===== src/rtl/iss_pkg.sv =====
// Shared constants for the image shutter sequencer and its register bank
package iss_pkg;
   localparam int ISS_DW = 12;
   localparam int ISS_AW = 4;
   // Register indices
   localparam logic [3:0] ISS_IDX_SEQ = 4'h0;
   localparam logic [3:0] ISS_IDX_PIX = 4'h1;
   localparam logic [3:0] ISS_IDX_ROWS = 4'h2;
   localparam logic [3:0] ISS_IDX_INT = 4'h3;
   localparam logic [3:0] ISS_IDX_COL = 4'h4;
   localparam logic [3:0] ISS_IDX_RDROW = 4'h5;
   localparam logic [3:0] ISS_IDX_RSTROW = 4'h6;
   localparam logic [3:0] ISS_IDX_ARRAY = 4'h7;
   localparam logic [3:0] ISS_IDX_AMP = 4'h8;
   localparam int ISS_NREG = 9;
   // Reset values
   localparam logic [11:0] ISS_RST_SEQ = 12'h0C4;
   localparam logic [11:0] ISS_RST_PIX = 12'h27F;
   localparam logic [11:0] ISS_RST_ROWS = 12'h3FF;
   localparam logic [11:0] ISS_RST_INT = 12'hFFF;
   localparam logic [11:0] ISS_RST_COL = 12'h000;
   localparam logic [11:0] ISS_RST_RDROW = 12'h000;
   localparam logic [11:0] ISS_RST_RSTROW = 12'h000;
   localparam logic [11:0] ISS_RST_ARRAY = 12'h000;
   localparam logic [11:0] ISS_RST_AMP = 12'h050;
   // Field widths masks
   localparam logic [11:0] ISS_MASK_11 = 12'h7FF;
   localparam logic [11:0] ISS_MASK_8 = 12'h0FF;
   localparam logic [11:0] ISS_MASK_7 = 12'h07F;
   localparam logic [11:0] ISS_PIX_MAX = 12'h280;
   // Sequencer field positions
   localparam int ISS_B_ROLLING = 0;
   localparam int ISS_B_FRAME_CAL = 1;
   localparam int ISS_B_ROW_CAL = 2;
   localparam int ISS_B_PRECHARGE = 3;
   localparam int ISS_B_COLDIV = 4;
   localparam int ISS_B_GLBDIV = 6;
   localparam int ISS_B_STEP = 8;
   localparam int ISS_B_MULTI = 10;
   localparam int ISS_B_EXTALT = 11;
   // Division log2 bases: global 32.., column 4..
   localparam int ISS_GLB_DIV_LOG = 5;
   localparam int ISS_COL_DIV_LOG = 2;
   localparam int ISS_DIV_W = 8;
   // Row blanking length in column sequencer ticks
   localparam logic [3:0] ISS_BLANK_TICKS = 4'h4;
endpackage


===== src/rtl/iss_top.sv =====
// Shutter sequencer top: pointers, exposure timer, pixel valid, register bank
`timescale 1ns/1ps
module iss_top
   import iss_pkg::*;
(
   // Clock and reset
   input wire logic core_clk_i,
   input wire logic reset_n_i,
   // Register port
   input wire logic reg_wr_i,
   input wire logic [iss_pkg::ISS_AW-1:0] reg_addr_i,
   input wire logic [iss_pkg::ISS_DW-1:0] reg_wdata_i,
   output logic [iss_pkg::ISS_DW-1:0] reg_rdata_o,
   // Controller pulses, asynchronous pins
   input wire logic frame_start_i,
   input wire logic row_advance_i,
   input wire logic exposure_begin_i,
   input wire logic exposure_end_i,
   // Array sequencing
   output logic [10:0] read_row_o,
   output logic [10:0] reset_row_o,
   output logic row_blank_o,
   output logic column_load_o,
   output logic pixel_valid_o,
   output logic last_row_o,
   output logic global_reset_o,
   output logic global_sample_o,
   output logic timeout_o,
   output logic readout_busy_o,
   // Analog settings
   output logic rolling_mode_o,
   output logic frame_cal_slow_o,
   output logic row_cal_slow_o,
   output logic steady_column_precharge_o,
   output logic [1:0] reset_step_o,
   output logic multislope_enable_o,
   output logic external_alt_reset_select_o,
   output logic [7:0] array_config_o,
   output logic [6:0] amplifier_config_o
);
   import iss_pkg::*;

   ////////////////////////////////////////////////////////////////////////////
   // Registers
   logic [ISS_DW*ISS_NREG-1:0] regs;
   logic [11:0] sequencer_config;
   logic [11:0] pixel_pair_count;
   logic [11:0] row_count;
   logic [11:0] integration_time;
   logic [10:0] read_row_start;
   logic [10:0] reset_row_start;

   iss_regfile u_regs (
      .core_clk_i(core_clk_i),
      .reset_n_i(reset_n_i),
      .wr_en_i(reg_wr_i),
      .addr_i(reg_addr_i),
      .wr_data_i(reg_wdata_i),
      .rd_data_o(reg_rdata_o),
      .regs_o(regs)
   );

   function automatic logic [11:0] reg_at(input logic [3:0] idx,
                                          input logic [ISS_DW*ISS_NREG-1:0] r);
      reg_at = r[int'(idx)*ISS_DW +: ISS_DW];
   endfunction

   assign sequencer_config = reg_at(ISS_IDX_SEQ, regs);
   // Pair count beyond the array width is clamped
   assign pixel_pair_count = (reg_at(ISS_IDX_PIX, regs) > ISS_PIX_MAX) ?
                             ISS_PIX_MAX : reg_at(ISS_IDX_PIX, regs);
   assign row_count = reg_at(ISS_IDX_ROWS, regs);
   assign integration_time = reg_at(ISS_IDX_INT, regs);
   assign read_row_start = 11'(reg_at(ISS_IDX_RDROW, regs));
   assign reset_row_start = 11'(reg_at(ISS_IDX_RSTROW, regs));
   assign array_config_o = 8'(reg_at(ISS_IDX_ARRAY, regs));
   assign amplifier_config_o = 7'(reg_at(ISS_IDX_AMP, regs));

   assign rolling_mode_o = sequencer_config[ISS_B_ROLLING];
   assign frame_cal_slow_o = sequencer_config[ISS_B_FRAME_CAL];
   assign row_cal_slow_o = sequencer_config[ISS_B_ROW_CAL];
   assign steady_column_precharge_o = sequencer_config[ISS_B_PRECHARGE];
   assign reset_step_o = sequencer_config[ISS_B_STEP +: 2];
   // Multislope only takes effect in global mode
   assign multislope_enable_o = sequencer_config[ISS_B_MULTI] && !rolling_mode_o;
   assign external_alt_reset_select_o = sequencer_config[ISS_B_EXTALT];

   ////////////////////////////////////////////////////////////////////////////
   // Pin synchronisers and edge detection
   logic [3:0] sync1;
   logic [3:0] sync2;
   logic [3:0] sync3;
   logic frame_start_p;
   logic row_adv_p;
   logic exp_begin_p;
   logic exp_end_p;

   always_ff @(posedge core_clk_i or negedge reset_n_i) begin
      if (!reset_n_i) begin
         sync1 <= 4'h0;
         sync2 <= 4'h0;
         sync3 <= 4'h0;
      end else begin
         sync1 <= {exposure_end_i, exposure_begin_i, row_advance_i, frame_start_i};
         sync2 <= sync1;
         sync3 <= sync2;
      end
   end

   assign frame_start_p = sync2[0] && !sync3[0];
   assign row_adv_p = sync2[1] && !sync3[1];
   // Exposure pins are ignored in rolling mode, where they should be low
   assign exp_begin_p = sync2[2] && !sync3[2] && !rolling_mode_o;
   assign exp_end_p = sync2[3] && !sync3[3] && !rolling_mode_o;

   ////////////////////////////////////////////////////////////////////////////
   // Row pointers and frame row counter
   logic [11:0] row_index;
   logic frame_active;

   always_ff @(posedge core_clk_i or negedge reset_n_i) begin
      if (!reset_n_i) begin
         read_row_o <= 11'h000;
         reset_row_o <= 11'h000;
      end else if (frame_start_p) begin
         read_row_o <= read_row_start;
         // Rolling: reset pointer starts at reset_row_start plus the integration rows
         if (rolling_mode_o) begin
            reset_row_o <= reset_row_start + integration_time[10:0];
         end else begin
            reset_row_o <= reset_row_start;
         end
      end else if (row_adv_p && frame_active) begin
         read_row_o <= read_row_o + 11'h001;
         if (rolling_mode_o) begin
            reset_row_o <= reset_row_o + 11'h001;
         end
      end
   end

   always_ff @(posedge core_clk_i or negedge reset_n_i) begin
      if (!reset_n_i) begin
         row_index <= 12'h000;
         frame_active <= 1'b0;
         last_row_o <= 1'b0;
      end else begin
         last_row_o <= 1'b0;
         if (frame_start_p) begin
            row_index <= 12'h000;
            frame_active <= 1'b1;
         end else if (row_adv_p && frame_active) begin
            row_index <= row_index + 12'h001;
            if (row_index + 12'h001 >= row_count) begin
               frame_active <= 1'b0;
               last_row_o <= 1'b1;
            end
         end
      end
   end

   ////////////////////////////////////////////////////////////////////////////
   // Row blanking on the column sequencer tick
   logic col_tick;
   logic [3:0] blank_cnt;

   iss_divider #(.BASE_LOG(ISS_COL_DIV_LOG)) u_col_div (
      .core_clk_i(core_clk_i),
      .reset_n_i(reset_n_i),
      .clear_i(row_adv_p),
      .code_i(sequencer_config[ISS_B_COLDIV +: 2]),
      .tick_o(col_tick)
   );

   always_ff @(posedge core_clk_i or negedge reset_n_i) begin
      if (!reset_n_i) begin
         blank_cnt <= 4'h0;
         row_blank_o <= 1'b0;
         column_load_o <= 1'b0;
      end else begin
         column_load_o <= 1'b0;
         if (row_adv_p && frame_active) begin
            blank_cnt <= 4'h0;
            row_blank_o <= 1'b1;
         end else if (row_blank_o && col_tick) begin
            blank_cnt <= blank_cnt + 4'h1;
            if (blank_cnt + 4'h1 >= ISS_BLANK_TICKS) begin
               row_blank_o <= 1'b0;
               column_load_o <= 1'b1;
            end
         end
      end
   end

   ////////////////////////////////////////////////////////////////////////////
   // Pixel valid window after blanking
   logic [11:0] pix_cnt;

   always_ff @(posedge core_clk_i or negedge reset_n_i) begin
      if (!reset_n_i) begin
         pix_cnt <= 12'h000;
         pixel_valid_o <= 1'b0;
      end else if (column_load_o) begin
         pix_cnt <= 12'h000;
         pixel_valid_o <= 1'b1;
      end else if (pixel_valid_o) begin
         pix_cnt <= pix_cnt + 12'h001;
         if (pix_cnt >= pixel_pair_count) begin
            pixel_valid_o <= 1'b0;
         end
      end
   end

   ////////////////////////////////////////////////////////////////////////////
   // Global shutter sequencer
   typedef enum logic [3:0] {
      ISS_G_IDLE = 4'h1,
      ISS_G_EXPOSE = 4'h2,
      ISS_G_WAIT_END = 4'h4,
      ISS_G_READ = 4'h8
   } iss_gstate_e;

   iss_gstate_e gstate;
   iss_gstate_e next_gstate;
   logic glb_tick;
   logic [11:0] exp_cnt;

   iss_divider #(.BASE_LOG(ISS_GLB_DIV_LOG)) u_glb_div (
      .core_clk_i(core_clk_i),
      .reset_n_i(reset_n_i),
      .clear_i(exp_begin_p),
      .code_i(sequencer_config[ISS_B_GLBDIV +: 2]),
      .tick_o(glb_tick)
   );

   always_comb begin
      next_gstate = gstate;
      case (gstate)
         ISS_G_IDLE: begin
            if (exp_begin_p) begin
               next_gstate = ISS_G_EXPOSE;
            end
         end
         ISS_G_EXPOSE, ISS_G_WAIT_END: begin
            if (exp_end_p) begin
               next_gstate = ISS_G_READ;
            end else if (gstate == ISS_G_EXPOSE && glb_tick &&
                         exp_cnt + 12'h001 >= integration_time) begin
               next_gstate = ISS_G_WAIT_END;
            end
         end
         ISS_G_READ: begin
            // New exposure only after the stored frame is read out
            if (last_row_o) begin
               next_gstate = ISS_G_IDLE;
            end
         end
         default: next_gstate = ISS_G_IDLE;
      endcase
      if (rolling_mode_o) begin
         next_gstate = ISS_G_IDLE;
      end
   end

   always_ff @(posedge core_clk_i or negedge reset_n_i) begin
      if (!reset_n_i) begin
         gstate <= ISS_G_IDLE;
      end else begin
         gstate <= next_gstate;
      end
   end

   always_ff @(posedge core_clk_i or negedge reset_n_i) begin
      if (!reset_n_i) begin
         exp_cnt <= 12'h000;
         timeout_o <= 1'b0;
         global_reset_o <= 1'b0;
         global_sample_o <= 1'b0;
      end else begin
         timeout_o <= gstate == ISS_G_EXPOSE && next_gstate == ISS_G_WAIT_END;
         global_reset_o <= gstate == ISS_G_IDLE && next_gstate == ISS_G_EXPOSE;
         global_sample_o <= gstate != ISS_G_READ && next_gstate == ISS_G_READ;
         if (exp_begin_p) begin
            exp_cnt <= 12'h000;
         end else if (gstate == ISS_G_EXPOSE && glb_tick) begin
            exp_cnt <= exp_cnt + 12'h001;
         end
      end
   end

   assign readout_busy_o = (gstate == ISS_G_READ);

   ////////////////////////////////////////////////////////////////////////////
   // Checks
   property p_rolling_step;
      @(posedge core_clk_i) disable iff (!reset_n_i)
      (rolling_mode_o && row_adv_p && frame_active && !frame_start_p) |=>
         (reset_row_o == $past(reset_row_o) + 11'h001);
   endproperty
   a_rolling_step: assert property (p_rolling_step) else $error("reset pointer stall");

   property p_blank_start;
      @(posedge core_clk_i) disable iff (!reset_n_i)
      (row_adv_p && frame_active) |=> row_blank_o;
   endproperty
   a_blank_start: assert property (p_blank_start) else $error("no blanking");

   property p_valid_rise;
      @(posedge core_clk_i) disable iff (!reset_n_i)
      column_load_o |=> pixel_valid_o;
   endproperty
   a_valid_rise: assert property (p_valid_rise) else $error("valid late");

   property p_valid_fall;
      @(posedge core_clk_i) disable iff (!reset_n_i)
      (pixel_valid_o && pix_cnt >= pixel_pair_count && !column_load_o) |=> !pixel_valid_o;
   endproperty
   a_valid_fall: assert property (p_valid_fall) else $error("valid stuck");

   property p_no_expose_in_read;
      @(posedge core_clk_i) disable iff (!reset_n_i)
      (gstate == ISS_G_READ) |-> !global_reset_o;
   endproperty
   a_no_expose_in_read: assert property (p_no_expose_in_read) else $error("reset in read");

   property p_timeout_once;
      @(posedge core_clk_i) disable iff (!reset_n_i)
      timeout_o |-> (exp_cnt >= integration_time) ##1 !timeout_o;
   endproperty
   a_timeout_once: assert property (p_timeout_once) else $error("bad timeout");

   property p_sample_after_end;
      @(posedge core_clk_i) disable iff (!reset_n_i)
      (exp_end_p && (gstate == ISS_G_EXPOSE || gstate == ISS_G_WAIT_END)) |=>
         ##0 global_sample_o;
   endproperty
   a_sample_after_end: assert property (p_sample_after_end) else $error("no sample");

   property p_rolling_idle;
      @(posedge core_clk_i) disable iff (!reset_n_i)
      rolling_mode_o |=> !global_reset_o;
   endproperty
   a_rolling_idle: assert property (p_rolling_idle) else $error("global in rolling");
endmodule


===== src/rtl/iss_regfile.sv =====
// Configuration register bank of the shutter sequencer
`timescale 1ns/1ps
module iss_regfile
   import iss_pkg::*;
(
   // Clock and reset
   input wire logic core_clk_i,
   input wire logic reset_n_i,
   // Register port
   input wire logic wr_en_i,
   input wire logic [iss_pkg::ISS_AW-1:0] addr_i,
   input wire logic [iss_pkg::ISS_DW-1:0] wr_data_i,
   output logic [iss_pkg::ISS_DW-1:0] rd_data_o,
   // Register contents
   output logic [iss_pkg::ISS_DW*iss_pkg::ISS_NREG-1:0] regs_o
);
   import iss_pkg::*;

   logic [ISS_DW-1:0] mem [ISS_NREG];

   function automatic logic [11:0] reset_val(input int i);
      case (i)
         0: reset_val = ISS_RST_SEQ;
         1: reset_val = ISS_RST_PIX;
         2: reset_val = ISS_RST_ROWS;
         3: reset_val = ISS_RST_INT;
         4: reset_val = ISS_RST_COL;
         5: reset_val = ISS_RST_RDROW;
         6: reset_val = ISS_RST_RSTROW;
         7: reset_val = ISS_RST_ARRAY;
         default: reset_val = ISS_RST_AMP;
      endcase
   endfunction

   function automatic logic [11:0] mask_val(input int i);
      case (i)
         4, 5, 6: mask_val = ISS_MASK_11;
         7: mask_val = ISS_MASK_8;
         8: mask_val = ISS_MASK_7;
         default: mask_val = 12'hFFF;
      endcase
   endfunction

   // Every register returns to its default under reset
   always_ff @(posedge core_clk_i or negedge reset_n_i) begin
      if (!reset_n_i) begin
         for (int i = 0; i < ISS_NREG; i++) begin
            mem[i] <= reset_val(i);
         end
      end else if (wr_en_i && (int'(addr_i) < ISS_NREG)) begin
         mem[addr_i] <= wr_data_i & mask_val(int'(addr_i));
      end
   end

   // Read data from a register; unmapped indices read zero
   always_ff @(posedge core_clk_i or negedge reset_n_i) begin
      if (!reset_n_i) begin
         rd_data_o <= 12'h000;
      end else if (int'(addr_i) < ISS_NREG) begin
         rd_data_o <= mem[addr_i];
      end else begin
         rd_data_o <= 12'h000;
      end
   end

   always_comb begin
      for (int i = 0; i < ISS_NREG; i++) begin
         regs_o[i*ISS_DW +: ISS_DW] = mem[i];
      end
   end
endmodule


===== src/rtl/iss_divider.sv =====
// Programmable power-of-two tick divider
`timescale 1ns/1ps
module iss_divider
   import iss_pkg::*;
#(
   parameter int BASE_LOG = 2
) (
   // Clock and reset
   input wire logic core_clk_i,
   input wire logic reset_n_i,
   // Control
   input wire logic clear_i,
   input wire logic [1:0] code_i,
   // Tick
   output logic tick_o
);
   import iss_pkg::*;

   logic [ISS_DIV_W-1:0] count;
   logic [ISS_DIV_W-1:0] limit;

   // Limit is 2**(BASE_LOG+code) - 1
   assign limit = ISS_DIV_W'((ISS_DIV_W+1)'(1) << (BASE_LOG + int'(code_i))) - 1'b1;

   always_ff @(posedge core_clk_i or negedge reset_n_i) begin
      if (!reset_n_i) begin
         count <= '0;
      end else if (clear_i || count >= limit) begin
         count <= '0;
      end else begin
         count <= count + 1'b1;
      end
   end

   assign tick_o = !clear_i && (count >= limit);
endmodule


===== config.mk =====
export PLATFORM = sky130hd
export DESIGN_NAME = iss_top
export DESIGN_NICKNAME = d
export VERILOG_FILES = /design/src/rtl/iss_pkg.sv /design/src/rtl/iss_top.sv /design/src/rtl/iss_regfile.sv /design/src/rtl/iss_divider.sv
export SDC_FILE = /design/constraint.sdc
export NUM_CORES = 1
export LEC_CHECK = 0
export ABC_CLOCK_PERIOD_IN_PS = 2700
export BUFFER_PORTS_ARGS = -buffer_cell sky130_fd_sc_hd__clkbuf_2
export CAP_MARGIN = 20
export CORE_MARGIN = 2
export CORE_UTILIZATION = 26
export CTS_BUF_LIST = sky130_fd_sc_hd__clkbuf_4
export DETAILED_ROUTE_END_ITERATION = 6
export SLEW_MARGIN = 20
export SYNTH_ARGS = -nofsm -noshare
export SYNTH_HDL_FRONTEND = slang
export SYNTH_HIERARCHICAL = 1
export SYNTH_SLANG_ARGS = --single-unit

===== constraint.sdc =====
create_clock -name core_clk_i -period 2.7 [get_ports core_clk_i]
set_clock_uncertainty 0.2 [all_clocks]
set_input_delay 0.405 -clock core_clk_i [delete_from_list [all_inputs] [get_ports core_clk_i]]
set_output_delay 0.405 -clock core_clk_i [all_outputs]
set_load 0.05 [all_outputs]

==> results.yml <==
run_status:
  status: "finished, final reports clean"
global_route:
  grt_start_max_net_pins: 67
  antenna_found_initial: 1
  grt_pass1_vias: 9289
  grt_use_total: 0.140
  grt_first_pass_wirelength_um: 52100
  gr-total-overflow: 0
floorplanning:
  die_h_um: 219
  die_w_um: 219
  core_region_area_um2: 45500
  initial_core_util: 0.264
  rows: 78
  boundaryPins: 88
  dieArea_um2: 47800
timing:
  worst_slew_margin_rel: 0.494
  slew_violations: 0
  fmax_mhz: 373
  rsz0062_at_grt: "true"
  timing.final.ws_setup_ns: 0.0183
  setup_viol: 0
  worst_slew_pin_slew_ns: 0.755
  fin_crit_ns: 2.68
  hold_violations: 0
  timing.final.crit_share: 0.993
worst_setup_path:
  cp.arrival_ns: 3.03
  path_cells: "nor4_2 -> nand2_1 -> a21o_1 -> a211oi_4 -> buf_6 -> buf_4 -> nand2_1 -> ha_4 -> and3_1 -> o2111ai_1 -> a21oi_1 -> o21ai_1"
  cp.buffers_inverters: 2
  slowest_delay_ns: 0.39
  cp.required_ns: 3.05
  start_kind: "flip-flop"
  crit_path_end_kind: "flip-flop"
  crit_fanout: 5
  cp_slowest_cell: "dfstp_2"
  crit_top_cell: "nand2_1"
  regToRegSetupSlack_ns: 0.02
  criticalPathCategory: "reg -> reg"
  cp_top_family: "compound AO/OA/AOI/OAI gates"
placement:
  io_buffers: 87
  dp_worst_setup_slack_ns: -0.0160
  gp_congestion: 0.829
  placedCellCount: 1832
  hpwlAfterDp_um: 24200
  place_area_um2: 13300
synth:
  synth_cells: 1148
  async_flop_share: 1.00
  synth_seq_cells: 222
  yosys_warnings: 6
  ys_seq_area_frac: 0.467
  yosys_most_used_dff: "dfrtp_1"
  syn_avg_cell_area_um2: 10.4
  ys_types: 71
  syn_area_um2: 12000
  synth-edff-count: 0
layout:
  drive_gt1_frac: 0.319
  syn_to_final_growth_pct: 22.1
  fin_cells: 1973
  nets: 1412
  fin_area_um2: 14600
  n_fill_cell: 4708
drt:
  drt_iter0_drc: 507
  ant_nets: 0
  drc: 0
  vias_per_cell: 4.64
  wl_per_cell_um: 16.8
  first_pass_iters: 5
  via_count: 9153
  routed_wl_um: 33200
clocking:
  clkLatencyLatePin_ns: 0.69
  cts_tree: "built"
  htree_levels: 3
  clock_path_buffers: 3
  clkTransAtPathRegs_ns: 0.06
  clockRootBuffer: "clkbuf_4"
  cts_sinks: 222
  numCtsBuffers: 66
power_and_ir_drop:
  p_leak_nw: 6.68
  irDropWorstVdd_v: 0.000575
  cellPowerDensity_nw_per_um2: 805
hold_path:
  worst_hold_path_type: "in -> async"
job:
  drv_cap: 0
cell usage in the layout (no fill, tap or decap), drive strengths merged, types with 14 or more instances in the layout:
master and instances:
buf 47, mux2 97, dfrtp 186, dlygate4sd3 16
inv 43, or3 14, nor2 81, xnor2 33
nor3 17, nand2 136, nor2b 19, mux2i 22
nand4 15, and3 19, a21oi 50, dfstp 36
nand3 33, o21ai 69, ha 65, xor2 52
clkbuf 191
cells in the mapped netlist (all sizes together) (3+ instances only):
library cell / number / area share
o22ai: 11 / 0.0057
mux2i: 22 / 0.018
mux2: 97 / 0.092
ha: 65 / 0.068
nor2: 81 / 0.026
dfrtp: 186 / 0.39
nand2b: 10 / 0.0054
conb: 4 / 0.0013
o211ai: 3 / 0.0023
and3b: 3 / 0.0022
a21oi: 50 / 0.021
inv: 39 / 0.012
a31oi: 6 / 0.0031
o21ai: 69 / 0.029
nor3: 17 / 0.0075
nand2: 136 / 0.043
a221o: 13 / 0.011
a211oi: 13 / 0.010
clkbuf: 17 / 0.0053
o21a: 4 / 0.0025
nor3b: 4 / 0.0039
xnor2: 33 / 0.024
a21o: 7 / 0.0044
dfstp: 36 / 0.079
nand4: 15 / 0.0083
nor4b: 4 / 0.0040
nor2b: 19 / 0.0099
o2111ai: 3 / 0.0022
nand3: 33 / 0.015
xor2: 52 / 0.038
o21bai: 4 / 0.0028
buf: 27 / 0.012
or3: 14 / 0.0073
and2: 12 / 0.0063
and3: 19 / 0.0099
where the power goes:
part           total (mW)  internal, mW  switching, mW
Combinational        3.56          1.35           2.21
Sequential           4.79          4.03          0.761
Clock                3.43          1.95           1.48
Total                11.8          7.33           4.46
routing by layer:
metal	up-vias	GRT usage	part of all wire
met5	-	0	0
met3	57	0.0322	0.050
met4	0	0.0509	0.023
met1	4462	0.177	0.44
li1	4424	-	-
met2	210	0.232	0.48
flip-flops by register name, indices dropped and copies added, names as in the netlist, 4 cells and up:
name              flops
blank_cnt             4
gstate                4
exp_cnt              12
sync1                 4
u_col_div/count       8
row_index            12
sync2                 4
u_glb_div/count       8
u_regs/rd_data_o     12
reset_row_o          11
sync3                 4
u_regs/regs_o       108
pix_cnt              12
read_row_o           11
per-stage QoR:
| stage | hold WS [ns] | power, mW | setup TNS, ns | utilization |
|---|---|---|---|---|
| after floorplan | -0.0906 | 7.07 | 0 | - |
| after global placement | 0.136 | 8.16 | 0 | 0.294 |
| after detailed placement | 0.136 | 8.25 | -0.0204 | 0.294 |
| after CTS | 0.00882 | 11.8 | 0 | 0.317 |
| after global routing | 0.0395 | 12.5 | -0.252 | 0.322 |
| final | 0.0346 | 11.8 | 0 | 0.322 |
worst register-to-register path: stages, from the launching register on:
cell,delay [ns]
dfstp_2,0.39
nor4_2,0.27
nand2_1,0.08
a21o_1,0.18
a211oi_4,0.35
buf_6,0.16
buf_4,0.10
nand2_1,0.08
ha_4,0.28
and3_1,0.13
o2111ai_1,0.13
a21oi_1,0.16
o21ai_1,0.08
what timing repair did:
item,in CTS,in global routing
hold buffers,16,0
setup endpoints to repair,2,12
pin swaps,1,19
endpoints found under the hold margin,255,0
setup buffers,0,7
gates resized for setup,1,40
final cells by class:
class                           count  area [um2]  share of cell area
Antenna cell                        1        2.50            0.000171
Inverter                           39         146              0.0100
Tap cell                          600         751              0.0513
Clock buffer                      105         788              0.0538
Clock inverter                     12        98.8             0.00675
Sequential cell                   222        5600               0.383
Timing Repair Buffer              149        1030              0.0703
Multi-Input combinational cell    845        6220               0.425
final timing paths:
path,start,end,depth (start not counted)
min in group core_clk_i,reg_wdata_i[7],u_regs/regs_o[31],3
min,reset_n_i,u_regs/rd_data_o[1],2
max in group asynchronous,reset_n_i,u_regs/regs_o[36],3
min reg2reg,sync1[3],sync2[3],0
max reg2reg,u_regs/regs_o[18],pixel_valid_o,12
max,u_regs/regs_o[18],pixel_valid_o,12
logic make-up (layout without fill, tap and decap cells):
family,Yosys count,count (layout),share of synthesized area
AOI/OAI and AO/OA,195,195,0.107
xor gates and xnor gates,85,85,0.0621
adders and majority gates,66,66,0.0695
buffers and inverters,83,305,0.0296
DFF,222,222,0.467
muxes,119,119,0.110
other,4,7,0.00125
and+or+nand+nor,374,374,0.154
Note: power is estimated with default switching activity, not from simulation.
